File: src/rtl/wss_pkg.sv
package wss_pkg;
    // Register byte offsets
    localparam logic [7:0] WSS_CTRL_OFS = 8'h00;
    localparam logic [7:0] WSS_SEGSEL_OFS = 8'h04;
    localparam logic [7:0] WSS_STATUS_OFS = 8'h08;
    localparam logic [7:0] WSS_MARK_OFS = 8'h0C;
    localparam logic [7:0] WSS_ENTRY_BASE = 8'h10;
    localparam logic [7:0] WSS_FUNC_OFS = 8'h20;
    // Control field positions
    localparam int WSS_RUN_BIT = 0;
    localparam int WSS_ADV_TRIG_BIT = 1;
    localparam int WSS_LEVEL_BIT = 2;
    localparam int WSS_AT_ONCE_BIT = 3;
    localparam int WSS_LEN_LSB = 4;
    // Mark register fields
    localparam int WSS_MARK_SET_BIT = 31;
    localparam int WSS_MARK_CLR_BIT = 30;
    localparam int WSS_MARK_TRACE_LSB = 16;
    // Limits and reset values
    localparam logic [2:0] WSS_LEN_MIN = 3'h2;
    localparam logic [2:0] WSS_LEN_MAX = 3'h4;
    localparam logic [15:0] WSS_COUNT_RST = 16'h0001;
    localparam int WSS_NSEG = 4;
    localparam int WSS_NTRACE = 4;
    localparam int WSS_NPOINT = 16;
    // Output function selection
    typedef enum logic [1:0] {
        WSS_FN_OTHER = 2'b00,
        WSS_FN_USER = 2'b01,
        WSS_FN_SEQ = 2'b10
    } wss_fn_t;
    // AXI response codes
    localparam logic [1:0] WSS_RESP_OK = 2'h0;
    localparam logic [1:0] WSS_RESP_ERR = 2'h2;
endpackage : wss_pkg

File: src/rtl/wss_fifo.sv
`timescale 1ns/100ps
// Small synchronous FIFO with valid/ready on both sides
module wss_fifo #(
    parameter int WIDTH = 8,
    parameter int DEPTH = 4
) (
    input wire logic aclk,
    input wire logic aresetn,
    input wire logic in_valid,
    output logic in_ready,
    input wire logic [WIDTH-1:0] in_data,
    output logic out_valid,
    input wire logic out_ready,
    output logic [WIDTH-1:0] out_data
);
    localparam int AW = $clog2(DEPTH);
    logic [WIDTH-1:0] mem_q [DEPTH];
    logic [AW-1:0] wp_q;
    logic [AW-1:0] rp_q;
    logic [AW:0] cnt_q;
    wire push = in_valid && in_ready;
    wire pop = out_valid && out_ready;
    assign in_ready = (cnt_q != (AW+1)'(DEPTH));
    assign out_valid = (cnt_q != '0);
    assign out_data = mem_q[rp_q];
    // Pointers and fill count
    always_ff @(posedge aclk) begin
        if (!aresetn) begin
            wp_q <= '0;
            rp_q <= '0;
            cnt_q <= '0;
        end else begin
            if (push) begin
                wp_q <= (wp_q == AW'(DEPTH-1)) ? '0 : wp_q + 1'b1;
            end
            if (pop) begin
                rp_q <= (rp_q == AW'(DEPTH-1)) ? '0 : rp_q + 1'b1;
            end
            cnt_q <= cnt_q + (AW+1)'(push) - (AW+1)'(pop);
        end
    end
    // Storage
    always_ff @(posedge aclk) begin
        if (push) begin
            mem_q[wp_q] <= in_data;
        end
    end
endmodule : wss_fifo

File: src/rtl/wss_top.sv
// Chosen here: the address map and the AXI4-Lite interface to the registers.
`timescale 1ns/100ps
// Function
// - Auto mode advances after repeat count done
// - Trigger mode waits trigger after count
// - Four segment slots, index zero first
// - Per-segment repeat count, default one
// - Count and segment share one index
// - Count zero repeats segment forever
// - Length two to four, limits index
// - List used only in sequence function
// - Trigger steps only in advance_on_trigger mode
// - Edge sensitivity fires on rising edge
// - Level sensitivity fires while held high
// - Synchronous switch waits for segment end
// - Switch_at_once switch happens at once
// - Clear-all command clears one trace's markers
// - Set-marker command sets one point
// - User waveform only in user function
module wss_top
    import wss_pkg::*;
#(
    parameter int FIFO_DEPTH = 4
) (
    input wire logic aclk,
    input wire logic aresetn,
    input wire logic [7:0] s_axi_awaddr,
    input wire logic s_axi_awvalid,
    output logic s_axi_awready,
    input wire logic [31:0] s_axi_wdata,
    input wire logic [3:0] s_axi_wstrb,
    input wire logic s_axi_wvalid,
    output logic s_axi_wready,
    output logic [1:0] s_axi_bresp,
    output logic s_axi_bvalid,
    input wire logic s_axi_bready,
    input wire logic [7:0] s_axi_araddr,
    input wire logic s_axi_arvalid,
    output logic s_axi_arready,
    output logic [31:0] s_axi_rdata,
    output logic [1:0] s_axi_rresp,
    output logic s_axi_rvalid,
    input wire logic s_axi_rready,
    input wire logic trig_in,
    input wire logic seg_end,
    output logic [7:0] wave_sel,
    output logic wave_sel_valid,
    input wire logic wave_sel_ready,
    output logic [wss_pkg::WSS_NPOINT-1:0] marker_bits [wss_pkg::WSS_NTRACE]
);
    import wss_pkg::*;
    // Configuration registers
    logic [31:0] ctrl_q;
    wss_fn_t fn_q;
    logic [7:0] user_wave_q;
    logic [7:0] seg_wave_q [WSS_NSEG];
    logic [15:0] seg_count_q [WSS_NSEG];
    logic [WSS_NPOINT-1:0] mark_q [WSS_NTRACE];
    // Sequencer state
    logic [1:0] idx_q;
    logic [15:0] rep_q;
    logic wait_q;
    logic pend_q;
    logic trig_prev_q;
    logic [7:0] last_sel_q;
    // Bus state
    logic aw_held_q, w_held_q;
    logic [7:0] aw_addr_q;
    logic [31:0] w_data_q;
    logic [3:0] w_strb_q;
    logic [31:0] rdata_q;
    logic [1:0] rresp_q;
    logic [1:0] bresp_q;
    logic bvalid_q, rvalid_q;
    // Control decode
    wire run = ctrl_q[WSS_RUN_BIT];
    wire adv_on_trigger = ctrl_q[WSS_ADV_TRIG_BIT];
    wire level_sense = ctrl_q[WSS_LEVEL_BIT];
    wire switch_at_once = ctrl_q[WSS_AT_ONCE_BIT];
    wire [2:0] seq_len = ctrl_q[WSS_LEN_LSB +: 3];
    wire [1:0] last_idx = 2'(seq_len - 3'h1);
    // Trigger event
    wire trig_evt = level_sense ? trig_in : (trig_in && !trig_prev_q);
    wire seq_mode = (fn_q == WSS_FN_SEQ);
    wire [15:0] cur_count = seg_count_q[idx_q];
    wire count_done = seg_end && (cur_count != 16'h0000) && (rep_q == 16'h0001);
    wire trig_ok = adv_on_trigger && trig_evt;
    wire go_auto = !adv_on_trigger && count_done;
    wire go_trig_wait = wait_q && trig_ok;
    wire go_at_once = trig_ok && switch_at_once && !wait_q;
    wire go_sync = pend_q && seg_end && !switch_at_once;
    wire step = run && seq_mode && (go_auto || go_trig_wait || go_at_once || go_sync);
    wire [1:0] nidx = (idx_q == last_idx) ? 2'h0 : idx_q + 2'h1;
    // Output selection
    wire [7:0] sel_now = seq_mode ? seg_wave_q[idx_q] : user_wave_q;
    wire sel_live = run && (seq_mode || fn_q == WSS_FN_USER);
    wire sel_push = sel_live && (sel_now != last_sel_q);
    logic fifo_ready;
    // Sequencer process
    always_ff @(posedge aclk) begin
        if (!aresetn) begin
            idx_q <= 2'h0;
            rep_q <= WSS_COUNT_RST;
            wait_q <= 1'b0;
            pend_q <= 1'b0;
            trig_prev_q <= 1'b0;
        end else begin
            trig_prev_q <= trig_in;
            if (!run || !seq_mode) begin
                // Idle: restart at index zero
                idx_q <= 2'h0;
                rep_q <= seg_count_q[0];
                wait_q <= 1'b0;
                pend_q <= 1'b0;
            end else if (step) begin
                idx_q <= nidx;
                rep_q <= seg_count_q[nidx];
                wait_q <= 1'b0;
                pend_q <= 1'b0;
            end else begin
                if (seg_end && rep_q != 16'h0001 && cur_count != 16'h0000) begin
                    rep_q <= rep_q - 16'h0001;
                end
                if (count_done && adv_on_trigger) begin
                    wait_q <= 1'b1;
                end
                if (trig_ok && !switch_at_once && !wait_q) begin
                    pend_q <= 1'b1;
                end
            end
        end
    end
    // Selection change tracking; stalls while FIFO is full
    always_ff @(posedge aclk) begin
        if (!aresetn) begin
            last_sel_q <= 8'hFF;
        end else if (!sel_live) begin
            last_sel_q <= 8'hFF;
        end else if (sel_push && fifo_ready) begin
            last_sel_q <= sel_now;
        end
    end
    // Selected waveform to playback path
    wss_fifo #(.WIDTH(8), .DEPTH(FIFO_DEPTH)) u_fifo (
        .aclk(aclk),
        .aresetn(aresetn),
        .in_valid(sel_push),
        .in_ready(fifo_ready),
        .in_data(sel_now),
        .out_valid(wave_sel_valid),
        .out_ready(wave_sel_ready),
        .out_data(wave_sel)
    );
    // AXI write path
    wire do_write = aw_held_q && w_held_q && !bvalid_q;
    wire [7:0] wa = aw_addr_q;
    wire wa_entry = (wa[7:4] == WSS_ENTRY_BASE[7:4]);
    wire [1:0] wa_idx = wa[3:2];
    wire wa_idx_ok = ({1'b0, wa_idx} < seq_len);
    wire [2:0] new_len = w_data_q[WSS_LEN_LSB +: 3];
    wire len_ok = (new_len >= WSS_LEN_MIN) && (new_len <= WSS_LEN_MAX);
    wire wa_hit = (wa == WSS_CTRL_OFS && len_ok) || wa == WSS_SEGSEL_OFS
        || wa == WSS_MARK_OFS || wa == WSS_FUNC_OFS || (wa_entry && wa_idx_ok);
    wire [1:0] mk_trace = w_data_q[WSS_MARK_TRACE_LSB +: 2];
    wire [3:0] mk_point = w_data_q[3:0];
    assign s_axi_awready = !aw_held_q;
    assign s_axi_wready = !w_held_q;
    assign s_axi_bvalid = bvalid_q;
    assign s_axi_bresp = bresp_q;
    // Write channel capture and response
    always_ff @(posedge aclk) begin
        if (!aresetn) begin
            aw_held_q <= 1'b0;
            w_held_q <= 1'b0;
            bvalid_q <= 1'b0;
            bresp_q <= WSS_RESP_OK;
            aw_addr_q <= 8'h00;
            w_data_q <= 32'h0;
            w_strb_q <= 4'h0;
        end else begin
            if (s_axi_awvalid && !aw_held_q) begin
                aw_held_q <= 1'b1;
                aw_addr_q <= s_axi_awaddr;
            end
            if (s_axi_wvalid && !w_held_q) begin
                w_held_q <= 1'b1;
                w_data_q <= s_axi_wdata;
                w_strb_q <= s_axi_wstrb;
            end
            if (do_write) begin
                bvalid_q <= 1'b1;
                bresp_q <= wa_hit ? WSS_RESP_OK : WSS_RESP_ERR;
            end else if (bvalid_q && s_axi_bready) begin
                bvalid_q <= 1'b0;
                aw_held_q <= 1'b0;
                w_held_q <= 1'b0;
            end
        end
    end
    // Register updates
    always_ff @(posedge aclk) begin
        if (!aresetn) begin
            ctrl_q <= {25'h0, WSS_LEN_MIN, 4'h0};
            fn_q <= WSS_FN_OTHER;
            user_wave_q <= 8'h00;
            for (int i = 0; i < WSS_NSEG; i++) begin
                seg_wave_q[i] <= 8'(i);
                seg_count_q[i] <= WSS_COUNT_RST;
            end
            for (int t = 0; t < WSS_NTRACE; t++) begin
                mark_q[t] <= '0;
            end
        end else if (do_write && wa_hit && w_strb_q[0]) begin
            if (wa == WSS_CTRL_OFS) begin
                ctrl_q <= {25'h0, new_len, w_data_q[3:0]};
            end else if (wa == WSS_FUNC_OFS) begin
                fn_q <= wss_fn_t'(w_data_q[1:0]);
            end else if (wa == WSS_SEGSEL_OFS) begin
                user_wave_q <= w_data_q[7:0];
            end else if (wa == WSS_MARK_OFS) begin
                if (w_data_q[WSS_MARK_CLR_BIT]) begin
                    mark_q[mk_trace] <= '0;
                end else if (w_data_q[WSS_MARK_SET_BIT]) begin
                    mark_q[mk_trace][mk_point] <= 1'b1;
                end
            end else if (wa_entry) begin
                seg_wave_q[wa_idx] <= w_data_q[7:0];
                seg_count_q[wa_idx] <= w_data_q[31:16];
            end
        end
    end
    // Marker outputs
    genvar g;
    generate
        for (g = 0; g < WSS_NTRACE; g++) begin : g_mark
            assign marker_bits[g] = mark_q[g];
        end
    endgenerate
    // AXI read path
    wire [7:0] ra = s_axi_araddr;
    wire ra_entry = (ra[7:4] == WSS_ENTRY_BASE[7:4]);
    wire [31:0] rd_mux = (ra == WSS_CTRL_OFS) ? ctrl_q :
        (ra == WSS_SEGSEL_OFS) ? {24'h0, user_wave_q} :
        (ra == WSS_STATUS_OFS) ? {rep_q, 12'h0, pend_q, wait_q, idx_q} :
        (ra == WSS_FUNC_OFS) ? {30'h0, fn_q} :
        ra_entry ? {seg_count_q[ra[3:2]], 8'h00, seg_wave_q[ra[3:2]]} : 32'h0;
    wire ra_hit = ra == WSS_CTRL_OFS || ra == WSS_SEGSEL_OFS || ra == WSS_STATUS_OFS
        || ra == WSS_FUNC_OFS || ra_entry;
    assign s_axi_arready = !rvalid_q;
    assign s_axi_rvalid = rvalid_q;
    assign s_axi_rdata = rdata_q;
    assign s_axi_rresp = rresp_q;
    // Read response
    always_ff @(posedge aclk) begin
        if (!aresetn) begin
            rvalid_q <= 1'b0;
            rdata_q <= 32'h0;
            rresp_q <= WSS_RESP_OK;
        end else if (s_axi_arvalid && !rvalid_q) begin
            rvalid_q <= 1'b1;
            rdata_q <= rd_mux;
            rresp_q <= ra_hit ? WSS_RESP_OK : WSS_RESP_ERR;
        end else if (rvalid_q && s_axi_rready) begin
            rvalid_q <= 1'b0;
        end
    end
    // Checks
    auto_step_a: assert property (@(posedge aclk) disable iff (!aresetn)
        run && seq_mode && !adv_on_trigger && count_done |=> idx_q == $past(nidx))
        else $error("auto advance missed");
    trig_hold_a: assert property (@(posedge aclk) disable iff (!aresetn)
        wait_q && !trig_evt && run && seq_mode |=> $stable(idx_q))
        else $error("advanced without trigger");
    forever_a: assert property (@(posedge aclk) disable iff (!aresetn)
        run && seq_mode && !adv_on_trigger && cur_count == 16'h0000 |=> $stable(idx_q))
        else $error("zero count advanced");
    idx_len_a: assert property (@(posedge aclk) disable iff (!aresetn)
        run && seq_mode |-> {1'b0, idx_q} <= last_idx)
        else $error("index beyond length");
    at_once_a: assert property (@(posedge aclk) disable iff (!aresetn)
        run && seq_mode && adv_on_trigger && switch_at_once && trig_evt && !wait_q
        |=> idx_q == $past(nidx))
        else $error("async switch late");
    reload_a: assert property (@(posedge aclk) disable iff (!aresetn)
        step |=> rep_q == seg_count_q[idx_q])
        else $error("counter not reloaded");
    edge_trig_a: assert property (@(posedge aclk) disable iff (!aresetn)
        !level_sense && trig_evt |-> trig_in && !trig_prev_q)
        else $error("edge trigger wrong");
    mark_clr_a: assert property (@(posedge aclk) disable iff (!aresetn)
        do_write && wa == WSS_MARK_OFS && w_strb_q[0] && w_data_q[WSS_MARK_CLR_BIT]
        |=> mark_q[$past(mk_trace)] == '0)
        else $error("markers not cleared");
    no_step_a: assert property (@(posedge aclk) disable iff (!aresetn)
        !seq_mode |=> idx_q == 2'h0)
        else $error("sequence ran outside sequence function");
    wrap_c: cover property (@(posedge aclk) disable iff (!aresetn)
        step && idx_q == last_idx);
    trig_c: cover property (@(posedge aclk) disable iff (!aresetn) go_trig_wait);
    sync_c: cover property (@(posedge aclk) disable iff (!aresetn) go_sync && step);
    full_c: cover property (@(posedge aclk) disable iff (!aresetn) sel_push && !fifo_ready);
endmodule : wss_top

File: config.mk
export PLATFORM = sky130hd
export DESIGN_NAME = wss_top
export DESIGN_NICKNAME = d
export VERILOG_FILES = /design/src/rtl/wss_pkg.sv /design/src/rtl/wss_fifo.sv /design/src/rtl/wss_top.sv
export SDC_FILE = /design/constraint.sdc
export NUM_CORES = 1
export LEC_CHECK = 0
export BUFFER_PORTS_ARGS = -buffer_cell sky130_fd_sc_hd__buf_2
export CAP_MARGIN = 15
export CORE_ASPECT_RATIO = 1.1
export CORE_MARGIN = 8
export CORE_UTILIZATION = 45
export CTS_BUF_LIST = sky130_fd_sc_hd__clkbuf_4
export CTS_CLUSTER_SIZE = 30
export DETAILED_ROUTE_END_ITERATION = 12
export PLACE_DENSITY = 0.67
export SLEW_MARGIN = 10
export SYNTH_ARGS = -nofsm -noshare
export SYNTH_HDL_FRONTEND = slang
export SYNTH_SLANG_ARGS = --single-unit
export TNS_END_PERCENT = 30
File: constraint.sdc
create_clock -name aclk -period 2.6 [get_ports aclk]
set_input_delay 0.13 -clock aclk [delete_from_list [all_inputs] [get_ports aclk]]
set_output_delay 0.13 -clock aclk [all_outputs]
set_load 0.01 [all_outputs]
==> results.md <==
* Critical path's slowest cell: dfxtp_4
* Root buffer cell: clkbuf_4
* Dominant synthesized flop cell: edfxtp_1
* Final worst setup slack at -88.4 ps
* GR peak layer: met2
* Commonest non-fill, non-tap cells in the layout: edfxtp_1, buf_2, nor2_1, clkbuf_4, dfxtp_1
* IO buf count at about 150
* Post-Syn Area at 0.0151 sq mm
* PD cells at just over 600 mW/mm^2
* Sequential fraction of the synthesis area at 54.1%
* Worst vdd ir at about 0.00037 V
* Leakage at roughly 0.0075 uW
* Final Hold Fails at 0
* Insertion delay to the later sink of the worst-skew pair at between 700 and 800 ps
* Reported max-cap violation count at 0
* # setup viols final at 2
* Drt wl/cell at 19.3 um
* Worst-path cell chain: clkbuf_16 > buf_4 > mux2i_1 > xor2_1 > nand4_1 > o32ai_1 > and3_1 > nor2_2 > ha_2 > inv_2 > fa_2 > xor2_2 > xnor2_1 > nor2_1
* Type of origin of the critical path: flop
* First-pass GRT wire length at between 60,000 and 70,000 um
* Pin count of the biggest net entering global routing at 74
* Worst Path Buf+Inv at 3
* Fmax at 0.372 GHz
* Post-synth cell types at 70
* Row cnt at 70
* Iter 0 DRT Violations at 815
* Commonest non-fill, non-tap cell in the layout: edfxtp_1
* Pre-Repair DR Iteration Count at 7
* Arr. time, crit path at between 3000 and 4000 ps
* Clock transition at path regs at 80 ps
* Post-DP HPWL at between 20,000 and 30,000 um
* Total GRT Usage at 20.5%
* Grt ovf at 0
* Kind of critical path: reg -> reg
* Hold WC Path Type: in -> reg
* CP top delay family: simple AND/OR/NAND/NOR gates
* Synth top area share at 38.2%
* Crit path capture type: flop
* Routability cong. at approximately 0.85
* Final Critical Period at ~2700 ps
* # DRC at 0
* Max stage delay on crit path at around 400 ps
* Vias per cell at ~5.5
* Total Nets Final at 1,704
* Clock Sinks at 312
* Met1 GRT Util at 27.7%
* Area grow syn2layout at 22.6%
* CTS Buffer Depth at 3
* Final wirelength at 41,200 um
* Area contributors post-synth: edfxtp_1, dfxtp_1, mux4_2
* Die Width at 191 um
* Initial antenna violation count at 2
* Die height at between 200 and 250 um
* Placed cell area at 0.0166 sq mm
* Status: finished with violations
* Post-Place Worst Slack at -55.2 ps
* Core ar. at roughly 0.033 sq mm
* Count of pins over their slew limit at 0
* Worst slew pin tran at between 900 and 1000 ps
* Slew margin rel. at around two fifths
* H-tree depth at 3
* Post-synthesis async set-or-reset flop share at 0%
* Unrepaired setup endpoints after global routing: yes
* Ports at 176
* Antenna viol nets, final at 0
* Vias at 11,800
* Initial core utilization at 45.5%
* CTS Buf Count at 83
* Met2 Use GR at 31.5%
* Mapped Cells at 1,359
* Failing checks: negative setup slack
* Cell accounting for the most synthesized area: edfxtp_1
* Syn_area_per_cell at roughly 11 sq um
* Post-synth EDFFs at 192
* Critical Path RT at 3210 ps
* Die ar. at 0.0397 sq mm
* Ys Warns at 0
* Share of cells above drive strength 1 at 28.0%
* Period utilization at 103%
* TritonCTS clock tree: done
* GR Util met3 at between 6 and 7%
* Worst-path maximum fanout at 6
* Vias in the first global route at 11,900
* #FFs+latches synth at 312
* Final core utilization at 55.8%
* Final instance area at 0.0185 sq mm
* Worst clock skew at 61.6 ps
* Pwr Total at 11,300 uW
-- routing by layer --
| layer | vias to the layer above | part of all wire (%) |
|---|---|---|
| met5 | - | 0 |
| met4 | 0 | 1.7 |
| met3 | 63 | 8.5 |
| met2 | 458 | 46 |
| met1 | 5696 | 44 |
| li1 | 5560 | - |
-- per-stage QoR --
stage	cells	hold slack, ps	setup TNS [ps]
floorplan	1368	230	-22.9
finish	2132	139	-98.0
global route	2132	118	-477
detailed placement	1918	324	-55.2
global placement	1918	322	-19.5
CTS	2122	46.7	0
-- logic make-up after synthesis --
group           synth area share, %
flops                          54.1
fa+ha+maj                      1.04
other cells                  0.0248
buf+inv                        4.24
xor+xnor                       2.15
compound gates                 9.90
mux                            11.7
simple gates                   16.8
-- final timing paths --
| kind | startpoint | to | slack [ps] | cells past startpoint |
|---|---|---|---|---|
| worst min register to register | w_strb_q[0] | w_strb_q[0] | 460 | 2 |
| worst max-delay path | flop | u_fifo.cnt_q[2] | -90 | 14 |
| worst max register to register | flop | u_fifo.cnt_q[2] | -90 | 14 |
| worst min-delay path | s_axi_araddr[6] | s_axi_rdata[7] | 140 | 6 |
-- power by group --
group	switching, uW	leakage [uW]	internal [uW]
combinational	580	0.00393	515
clock	2020	0.000676	2530
sequential	203	0.00291	5420
total	2810	0.00751	8460
-- tightest hold or removal path, delay by kind of cell --
family	cells	cell delay (ps)
AND/OR/NAND/NOR	3	280
AO/OA/AOI/OAI	2	310
buffers and inverters	1	90
-- cell usage after synthesis, types with 2 or more instances --
master,instances
edfxtp_1,192
nor2_1,144
dfxtp_1,120
nand2_1,118
a21oi_1,77
and3_1,77
clkbuf_1,75
o21ai_0,74
mux4_2,56
mux2i_1,44
nor3_1,39
inv_1,35
and2_1,32
a221oi_1,27
nor2b_1,19
xor2_1,19
nand2b_1,18
xnor2_1,18
nor4_1,16
buf_4,14
ha_1,11
or3_1,10
buf_1,9
buf_2,8
nand3_1,8
nand4_1,8
o21bai_1,8
o211ai_1,7
mux2_2,6
nand3b_1,6
a211oi_1,5
buf_6,4
o22ai_1,4
a221oi_2,3
nor4b_1,3
o21a_1,3
a22oi_1,2
a311oi_1,2
a31oi_1,2
a32o_1,2
nor3b_1,2
o31ai_1,2
or2_2,2
or4_1,2
-- final cells by class --
type                       instances  area [sq um]
timing repair buffer             287          2060
multi-input combinational        910          6450
sequential                       312          8170
inverter                          36           135
tap                              432           541
clock buffer                     134          1010
fill                            2832         14700
antenna                            2          5.00
clock inverter                    19           138
-- state kept, by name (all words and copies together) (netlist names), 2 cells and up, named ones only --
register / count
last_sel_q: 8
s_axi_rdata: 24
mark_q: 64
u_fifo.wp_q: 2
u_fifo.rp_q: 2
u_fifo.mem_q: 32
seg_wave_q: 32
idx_q: 2
rep_q: 16
aw_addr_q: 8
ctrl_q: 7
seg_count_q: 64
user_wave_q: 8
w_data_q: 24
u_fifo.cnt_q: 3
fn_q: 2
-- timing repair --
action,4_1_cts,5_1_grt
gates cloned,1,1
hold buffers,50,0
gates resized for setup,1,22
pin swaps,1,10
setup endpoints to repair,1,62
endpoints found under the hold margin,55,0
setup buffers,0,7
No activity file was read; power rests on OpenSTA's default activity.
